### src/rtl/pccm_pkg.sv
// package of constants and carriers for the capability configuration map
package pccm_pkg;
	// ------------------------------------------------------------
	// configuration vector field positions
	// ------------------------------------------------------------
	localparam int CFG_W = 224;
	localparam int L1_ACC_LO = 137;
	localparam int L1_ACC_HI = 139;
	localparam int RSV_A_LO = 140;
	localparam int RSV_A_HI = 145;
	localparam int LINK_W_LO = 146;
	localparam int LINK_W_HI = 151;
	localparam int ASPM_LO = 152;
	localparam int ASPM_HI = 153;
	localparam int EXIT_A_LO = 154;
	localparam int EXIT_A_HI = 156;
	localparam int EXIT_B_LO = 157;
	localparam int EXIT_B_HI = 159;
	localparam int RSV_B_LO = 160;
	localparam int RSV_B_HI = 166;
	localparam int TAGS_LO = 167;
	localparam int TAGS_HI = 169;
	localparam int RSV_C_LO = 170;
	localparam int RSV_C_HI = 191;
	localparam int FTS_SEP_LO = 192;
	localparam int FTS_SEP_HI = 199;
	localparam int FTS_COM_LO = 200;
	localparam int FTS_COM_HI = 207;
	localparam int PORT_LO = 208;
	localparam int PORT_HI = 215;
	localparam int ECRC_CHK_BIT = 216;
	localparam int ECRC_GEN_BIT = 217;
	localparam int RSV_D_BIT = 218;
	localparam int MSI_MMC_LO = 219;
	localparam int MSI_MMC_HI = 221;
	localparam int MSI_64_BIT = 222;
	localparam int MSI_PVM_BIT = 223;

	// ------------------------------------------------------------
	// encodings
	// ------------------------------------------------------------
	localparam logic [5:0] WIDTH_X1 = 6'h01;
	localparam logic [5:0] WIDTH_X4 = 6'h04;
	localparam logic [1:0] ASPM_L0S = 2'h1;
	localparam logic [1:0] ASPM_L1_L0S = 2'h3;
	localparam logic [2:0] MMC_MAX = 3'h5;

	// ------------------------------------------------------------
	// APB register map (byte addresses)
	// ------------------------------------------------------------
	localparam logic [7:0] REG_DEV_CAP = 8'h00;
	localparam logic [7:0] REG_LINK_CAP = 8'h04;
	localparam logic [7:0] REG_FTS = 8'h08;
	localparam logic [7:0] REG_ERR_CAP = 8'h0c;
	localparam logic [7:0] REG_MSI_CTL = 8'h10;
	localparam logic [7:0] REG_STATUS = 8'h14;
	localparam logic [7:0] REG_CONTROL = 8'h18;
	localparam logic [31:0] CONTROL_RST = 32'h00000000;

	// decoded capability fields
	typedef struct packed {
		logic [2:0] l1_acc_lat;
		logic [5:0] link_width;
		logic link_width_ok;
		logic [1:0] aspm;
		logic aspm_ok;
		logic [2:0] exit_common;
		logic [2:0] exit_separate;
		logic [2:0] tags;
		logic [7:0] fts_separate;
		logic [7:0] fts_common;
		logic [7:0] port_num;
		logic ecrc_chk;
		logic ecrc_gen;
		logic [2:0] msi_mmc;
		logic msi_mmc_ok;
		logic msi_64;
		logic msi_pvm;
		logic rsv_nonzero;
	} pccm_caps_t;

	// APB slave side signals
	typedef struct packed {
		logic psel;
		logic penable;
		logic pwrite;
		logic [7:0] paddr;
		logic [31:0] pwdata;
	} pccm_apb_req_t;

	typedef struct packed {
		logic pready;
		logic pslverr;
		logic [31:0] prdata;
	} pccm_apb_rsp_t;
endpackage

### src/rtl/pccm_decode.sv
// decoder from the static configuration vector to capability fields
`timescale 1ns/1ps
module pccm_decode (
	input wire logic [pccm_pkg::CFG_W-1:0] cfg_vec,
	output pccm_pkg::pccm_caps_t caps
);
	import pccm_pkg::*;

	// field slicing; reserved ranges only feed a diagnostic flag
	always_comb begin
		caps = '0;
		caps.l1_acc_lat = cfg_vec[L1_ACC_HI:L1_ACC_LO];
		caps.link_width = cfg_vec[LINK_W_HI:LINK_W_LO];
		caps.link_width_ok = (caps.link_width == WIDTH_X1) ||
			(caps.link_width == WIDTH_X4);
		caps.aspm = cfg_vec[ASPM_HI:ASPM_LO];
		caps.aspm_ok = (caps.aspm == ASPM_L0S) ||
			(caps.aspm == ASPM_L1_L0S);
		// label says common for the low field; we follow the labels
		caps.exit_common = cfg_vec[EXIT_A_HI:EXIT_A_LO];
		caps.exit_separate = cfg_vec[EXIT_B_HI:EXIT_B_LO];
		caps.tags = cfg_vec[TAGS_HI:TAGS_LO];
		caps.fts_separate = cfg_vec[FTS_SEP_HI:FTS_SEP_LO];
		caps.fts_common = cfg_vec[FTS_COM_HI:FTS_COM_LO];
		caps.port_num = cfg_vec[PORT_HI:PORT_LO];
		caps.ecrc_chk = cfg_vec[ECRC_CHK_BIT];
		caps.ecrc_gen = cfg_vec[ECRC_GEN_BIT];
		caps.msi_mmc = cfg_vec[MSI_MMC_HI:MSI_MMC_LO];
		caps.msi_mmc_ok = (caps.msi_mmc <= MMC_MAX);
		caps.msi_64 = cfg_vec[MSI_64_BIT];
		caps.msi_pvm = cfg_vec[MSI_PVM_BIT];
		caps.rsv_nonzero = (|cfg_vec[RSV_A_HI:RSV_A_LO]) |
			(|cfg_vec[RSV_B_HI:RSV_B_LO]) |
			(|cfg_vec[RSV_C_HI:RSV_C_LO]) |
			cfg_vec[RSV_D_BIT];
	end
endmodule

### src/rtl/pccm_map.sv
// capability configuration map: register bank with an APB view
`timescale 1ns/1ps
// ------------------------------------------------------------
// Notes on behaviour
// - Device capability L1 acceptable latency comes from bits 139:137.
// - Maximum link width comes from bits 151:146; only 1 and 4 valid.
// - ASPM support comes from bits 153:152; 01 is L0s, 11 is L1 and L0s.
// - Two L1 exit latency codes come from bits 156:154 and 159:157.
// - Supported tag count for sent non-posted requests is bits 169:167.
// - Fast training counts: separate clock 199:192, common 207:200.
// - Link port number comes from bits 215:208.
// - ECRC check capability is bit 216, ECRC generation bit 217.
// - MSI 64-bit address capability is bit 222.
// - MSI per-vector masking is bit 223 and cannot be written.
// ------------------------------------------------------------
module pccm_map (
	input wire logic sys_clk,
	input wire logic rst_n,
	input wire logic [pccm_pkg::CFG_W-1:0] cfg_vec,
	input wire logic psel,
	input wire logic penable,
	input wire logic pwrite,
	input wire logic [7:0] paddr,
	input wire logic [31:0] pwdata,
	output logic pready,
	output logic pslverr,
	output logic [31:0] prdata,
	output pccm_pkg::pccm_caps_t caps_out
);
	import pccm_pkg::*;

	// ------------------------------------------------------------
	// state
	// ------------------------------------------------------------
	typedef struct packed {
		pccm_caps_t caps;
		logic [31:0] rdata;
		logic slverr;
		logic [31:0] control;
	} pccm_state_t;

	pccm_state_t st;
	pccm_state_t next_st;
	pccm_caps_t dec_caps;
	pccm_apb_req_t req;

	assign req = '{psel: psel, penable: penable, pwrite: pwrite,
		paddr: paddr, pwdata: pwdata};

	// vector is static, so no synchroniser; we only register it
	pccm_decode u_decode (
		.cfg_vec(cfg_vec),
		.caps(dec_caps)
	);

	// register word assembly; reserved bits stay zero
	function automatic logic [31:0] read_word(input pccm_caps_t c,
			input logic [31:0] ctl, input logic [7:0] a);
		logic [31:0] w;
		w = 32'h00000000;
		case (a)
			REG_DEV_CAP: begin
				w[2:0] = c.l1_acc_lat;
				w[6:4] = c.tags;
			end
			REG_LINK_CAP: begin
				w[5:0] = c.link_width;
				w[9:8] = c.aspm;
				w[14:12] = c.exit_common;
				w[18:16] = c.exit_separate;
				w[31:24] = c.port_num;
			end
			REG_FTS: begin
				w[7:0] = c.fts_separate;
				w[15:8] = c.fts_common;
			end
			REG_ERR_CAP: begin
				w[0] = c.ecrc_chk;
				w[1] = c.ecrc_gen;
			end
			REG_MSI_CTL: begin
				w[2:0] = c.msi_mmc;
				w[3] = c.msi_64;
				w[4] = c.msi_pvm;
			end
			REG_STATUS: begin
				w[0] = c.link_width_ok;
				w[1] = c.aspm_ok;
				w[2] = c.msi_mmc_ok;
				w[3] = c.rsv_nonzero;
			end
			REG_CONTROL: w = ctl;
			default: w = 32'h00000000;
		endcase
		return w;
	endfunction

	function automatic logic addr_known(input logic [7:0] a);
		logic k;
		k = 1'b0;
		case (a)
			REG_DEV_CAP, REG_LINK_CAP, REG_FTS, REG_ERR_CAP,
			REG_MSI_CTL, REG_STATUS, REG_CONTROL: k = 1'b1;
			default: k = 1'b0;
		endcase
		return k;
	endfunction

	// ------------------------------------------------------------
	// next state
	// ------------------------------------------------------------
	// zero-wait slave: access phase completes on its first edge
	always_comb begin
		next_st = st;
		// control bit 0 freezes the snapshot, e.g. across a re-strap
		if (!st.control[0]) begin
			next_st.caps = dec_caps;
		end
		next_st.slverr = 1'b0;
		if (req.psel && !req.penable) begin
			next_st.rdata = read_word(st.caps, st.control, req.paddr);
			// writes to read-only capability words are refused
			next_st.slverr = !addr_known(req.paddr) ||
				(req.pwrite && req.paddr != REG_CONTROL);
		end
		if (req.psel && req.penable && req.pwrite &&
				req.paddr == REG_CONTROL) begin
			next_st.control = req.pwdata;
		end
	end

	always_ff @(posedge sys_clk or negedge rst_n) begin
		if (!rst_n) begin
			st.caps <= '0;
			st.rdata <= 32'h00000000;
			st.slverr <= 1'b0;
			st.control <= CONTROL_RST;
		end else begin
			st <= next_st;
		end
	end

	// ------------------------------------------------------------
	// outputs
	// ------------------------------------------------------------
	assign pready = 1'b1;
	assign pslverr = st.slverr && psel && penable;
	assign prdata = st.rdata;
	assign caps_out = st.caps;
endmodule

### config.mk
export PLATFORM = sky130hd
export DESIGN_NAME = pccm_map
export DESIGN_NICKNAME = d
export VERILOG_FILES = /design/src/rtl/pccm_pkg.sv /design/src/rtl/pccm_decode.sv /design/src/rtl/pccm_map.sv
export SDC_FILE = /design/constraint.sdc
export NUM_CORES = 1
export LEC_CHECK = 0
export BUFFER_PORTS_ARGS = -buffer_cell sky130_fd_sc_hd__buf_2
export CORE_AREA = 2 2 139 141
export CTS_CLUSTER_DIAMETER = 60
export DETAILED_ROUTE_END_ITERATION = 10
export DIE_AREA = 0 0 141 143
export HOLD_SLACK_MARGIN = 0.08
export PLACE_DENSITY = 0.67
export SETUP_SLACK_MARGIN = 0.05
export SYNTH_ARGS = -nofsm -noshare
export SYNTH_HDL_FRONTEND = slang
export SYNTH_SLANG_ARGS = --single-unit
export TNS_END_PERCENT = 30
### constraint.sdc
create_clock -name sys_clk -period 1.7 [get_ports sys_clk]
set_input_delay 0.34 -clock sys_clk [delete_from_list [all_inputs] [get_ports sys_clk]]
set_output_delay 0.34 -clock sys_clk [all_outputs]
set_load 0.02 [all_outputs]
After elaboration in Yosys (flattened, before gate mapping)
Index checks and enable logic that the tools add are counted.
- word-level logic and storage cells: 70
- bits of input ports: 269
- output and inout bits: 89
- register bits: 120
- reduce and logical (&&, ||, !) cells: 17
- equality and inequality tests: 11
- bitwise gates (word level): 3
- muxes and demuxes: 17
- $lt $le $gt $ge: 1
- operator list (cell ; number):
    $eq 8x5->1 const B ; 3
    $reduce_or 22->1 ; 1
    $eq 8x4->1 const B ; 2
    $pmux 8 s2 ; 1
    $pmux 2 s7 ; 1
    $reduce_or 7->1 ; 2
    $pmux 1 s5 ; 2
    $pmux 3 s3 ; 1
    $eq 8x3->1 const B ; 1
    $logic_not 8->1 ; 1
    $ne 8x5->1 const B ; 1
    $logic_and 1x1->1 ; 7
    $eq 6x1->1 const B ; 1
    $eq 6x3->1 const B ; 1
    $pmux 1 s6 ; 1
    $pmux 2 s3 ; 1
    $pmux 3 s2 ; 1
    $reduce_or 6->1 ; 1
    $mux 5 ; 1
    $pmux 1 s2 ; 2
    $pmux 1 s4 ; 1
    $pmux 2 s2 ; 1
    $le 3x3->1 const B ; 1
    $logic_or 1x1->1 ; 3
    6 further kinds ; 11

Depth between registers and ports, before layout
- word-level depth: 7
- gate-level depth with buffers: 6
- depth with buffers taken out: 4

Modules after synthesis
From an unflattened synthesis, not the netlist that was laid out.
- cells, all modules: 559
- area total of the unflattened synthesis: 6438.7 um^2
- by module, submodules not included (module ; sequential area each (um^2) ; times used ; cells each ; area an instance (um^2)):
    pccm_map ; 3002.9 ; 1 ; 490 ; 5944.5
    pccm_decode ; 0.0 ; 1 ; 69 ; 494.2

Least setup slack after synthesis
No wires, ideal clock.
- path type: input port to flip-flop
- start: in paddr[1]
- end: reg st[10] (netlist bit)
- path buffers: 2
- stages on the path: 6
- path slack: -15 ps
- setup time: 127 ps
- arrival: 1588 ps
- cell sequence: or2_4 > nor3_4 > and3_1 > buf_4 > buf_8 > mux2_1
- cells in the longest elaborated chain, start to end: 2
- RTL lines (item ; RTL line ; text):
    start, declared ; pccm_map.sv:23 ; input wire logic [7:0] paddr,
    $eq 8x5->1 ; pccm_map.sv:127 ; req.paddr == REG_CONTROL) begin
    $logic_and 1x1->1 ; pccm_map.sv:126 ; if (req.psel && req.penable && req.pwrite &&
    end signal, assigned ; pccm_map.sv:139 ; st <= next_st;
    end, declared ; pccm_map.sv:42 ; pccm_state_t st;
Every way passes these cells.
A chain may end at the register's enable or synchronous reset.

Worst setup path after layout
- start: reg st[32] (netlist bit)
- end: out pslverr
- cells in the longest elaborated chain, start to end: 2
- RTL lines (item ; RTL line ; text):
    $logic_and 1x1->1 (2 in series) ; pccm_map.sv:147 ; assign pslverr = st.slverr && psel && penable;
    end, declared ; pccm_map.sv:26 ; output logic pslverr,
Every way passes these cells.

==> flow_summary_export.csv <==
group,metric,value,unit
routing,drc,0,
timing,period_share,85.9,%
logic_synthesis,synth_fp_nets,755,
routing,ant_nets,0,
routing,drtPass1Iterations,5,
timing,fin_tns_setup,0,ns
cts,numClockSinks,120,
cts,clkLatencyLatePin,0.41,ns
timing,fin_crit,1.46,ns
power_and_ir_drop,p_total,7.68,mW
cts,ctsResizeCount,0,
routing,drt_wl_total,14900,um
critical_path,setup.worst_path.end_class,"primary output",
grt,grt_antenna_before_repair,0,
routing,routedWlPerCell,16.7,um
grt,grt_pass1_wl,22900,um
logic_synthesis,synthDistinctLibCells,43,
die,rows,50,
timing,rsz0062_at_grt,"false",
critical_path,cp.arrival,1.12,ns
cts,clockBufferDepth,2,
logic_synthesis,ys_seq_area_share,51.6,%
grt,grt_start_max_net_pins,64,
logic_synthesis,synth_edf_count,0,
placement,hpwlAfterDp,11100,um
cells_and_area,area_growth,27.0,%
critical_path,cp_num_buf_inv,1,
cts,numCtsBuffers,17,
cells_and_area,nets,911,
timing,drv_slew,0,
power_and_ir_drop,peakVddDrop,0.633,mV
logic_synthesis,synth_flop_cell,"dfrtp_1",
die,fp.dieArea,20200,um^2
cts,cts_tree,"done",
logic_synthesis,async_reset_ff_share,100,%
timing,tightest_slew,0.633,ns
logic_synthesis,synth_cells,486,
power_and_ir_drop,cellLeakagePower,3.75,nW
logic_synthesis,synth-seq-cells,120,
placement,io_buffers,219,
timing,maxSlewHeadroom,57.4,%
critical_path,slowest_delay,0.36,ns
cells_and_area,stdcell_count,889,
die,core-area,18600,um^2
die,start_util,31.3,%
power_and_ir_drop,power_density,1040,nW/um^2
die,die_x,141,um
critical_path,worstPathCellList,"and3_1 > buf_2",
die,die_h,143,um
cells_and_area,layout-drive-gt1-share,52.8,%
routing,drt-initial-drc-count,173,
critical_path,cp_max_fo,1,
cells_and_area,fin_util,39.8,%
routing,post_drt_via_cell_ratio,4.62,
placement,place_congestion,0.821,
job,maxCapViolCount,0,
grt,grt_pass1_vias,4190,
critical_path,critPathKind,"reg -> out",
grt,gr-total-overflow,0,
timing,fin_skew,0.00876,ns
placement,place_inst,856,
timing,final_hold_viol_count,0,
timing,fmax,685,MHz
cts,cts-htree-levels,4,
routing,vias,4109,
critical_path,cp.required,1.36,ns
cts,path_clk_slew,0.06,ns
logic_synthesis,synth_warnings,0,
outcome,status,"completed",
hold_path,worstHoldPathType,"in -> reg",
grt,grt.total_usage,15.1,%
critical_path,cp-start-kind,"flip-flop",
cells_and_area,antenna_cells,0,
die,io_pins,358,
timing,setup_viol,0,
cts,cts-root-buf,"clkbuf_16",
logic_synthesis,netlist_area,5820,um^2
logic_synthesis,avgSynthCellArea,12.0,um^2
critical_path,cp_top_family,"flip-flops",
critical_path,crit_slowest_cell,"dfrtp_1",
==> metal layers <==
layer / part of all wire (%) / GRT usage [%] / up-vias
met3: 7.2 / 5.20 / 9
met1: 46 / 19.5 / 1978
li1: - / - / 1950
met2: 46 / 23.8 / 172
met5: 0 / 0 / -
met4: 1.2 / 4.89 / 0
==> kinds of logic after synthesis <==
family | count (synthesis) | share of synthesized area, %
flip-flops | 120 | 51.6
AO/OA/AOI/OAI | 63 | 7.96
buffers and inverters | 115 | 13.9
XOR/XNOR | 1 | 0.151
multiplexers | 96 | 18.6
AND/OR/NAND/NOR | 90 | 7.66
other | 1 | 0.0645
==> stage by stage <==
stage / worst slack [ns] / instance area, um^2 / hold slack, ns
floorplan: 0.0436 / 5820 / 0.0444
global placement: -0.104 / 6720 / 0.383
detailed placement: -0.148 / 6720 / 0.381
CTS: 0.215 / 7390 / 0.117
global route: 0.159 / 7390 / 0.124
finish: 0.240 / 7390 / 0.142
==> Yosys cell counts (all sizes together) (2+ instances only) <==
library cell / count / area share [%]
clkbuf: 9 / 0.58
nand4: 2 / 0.22
a31oi: 2 / 0.22
mux2: 86 / 17
a21oi: 3 / 0.26
nand2: 51 / 3.3
and3: 3 / 0.32
o21ai: 11 / 0.95
a22oi: 23 / 3.0
nor3: 5 / 0.71
nand2b: 3 / 0.32
buf: 104 / 13
o22ai: 2 / 0.22
a22o: 13 / 2.0
inv: 2 / 0.13
mux2i: 9 / 1.5
nor2b: 2 / 0.22
nor2: 7 / 0.45
dfrtp: 120 / 52
nor4: 10 / 1.2
or3: 3 / 0.32
a32o: 2 / 0.34
==> cells in the final DEF, fill, tap and decap left out, types with 3 or more instances in the layout <==
master        n
buf_2       218
dfrtp_1     119
mux2_2       56
nand2_1      51
mux2_1       30
buf_4        25
a22oi_1      23
clkbuf_16    17
a22o_1       13
o21ai_0      11
mux2i_1       9
nor4_1        9
nor2_1        7
buf_12        6
bufinv_16     5
clkinv_4      5
clkinvlp_4    4
or3_1         3
a21oi_1       3
nor3_1        3
==> final cells by class <==
type,instances,area [um^2]
clock inverter,14,224
fill,1782,11200
timing repair buffer,250,1410
inverter,2,7.51
tap,234,293
sequential,120,3000
multi-input combinational,251,2010
clock buffer,18,439
==> state kept, by name, summed over array words and instances, names as in the netlist <==
signal / count
caps_out: 55
st: 33
prdata: 32
==> power breakdown <==
part | internal [mW] | switching [mW]
logic | 0.309 | 0.353
clock network | 2.65 | 1.37
registers | 2.94 | 0.0598
==> path summary, 6_finish.rpt <==
| path | end | cells past startpoint | slack [ns] | from |
|---|---|---|---|---|
| max reg2reg | prdata[4]$_DFFE_PN0P_ | 4 | 0.46 | caps_out[1]$_DFFE_PN0N_ |
| max in group asynchronous | caps_out[16]$_DFFE_PN0N_ | 3 | 0.90 | rst_n |
| max | pslverr | 2 | 0.24 | st[32]$_DFF_PN0_ |
| min | st[6]$_DFFE_PN0P_ | 2 | 0.14 | pwdata[6] |
| min in group asynchronous | prdata[12]$_DFFE_PN0P_ | 3 | 0.47 | rst_n |
| min reg2reg | prdata[21]$_DFFE_PN0P_ | 1 | 0.48 | st[21]$_DFFE_PN0P_ |
==> repair_timing <==
item                                   CTS  global route
setup buffers                            0             0
hold buffers                             1             0
endpoints found under the hold margin  120             0
Power figures use the tool's default switching activity.
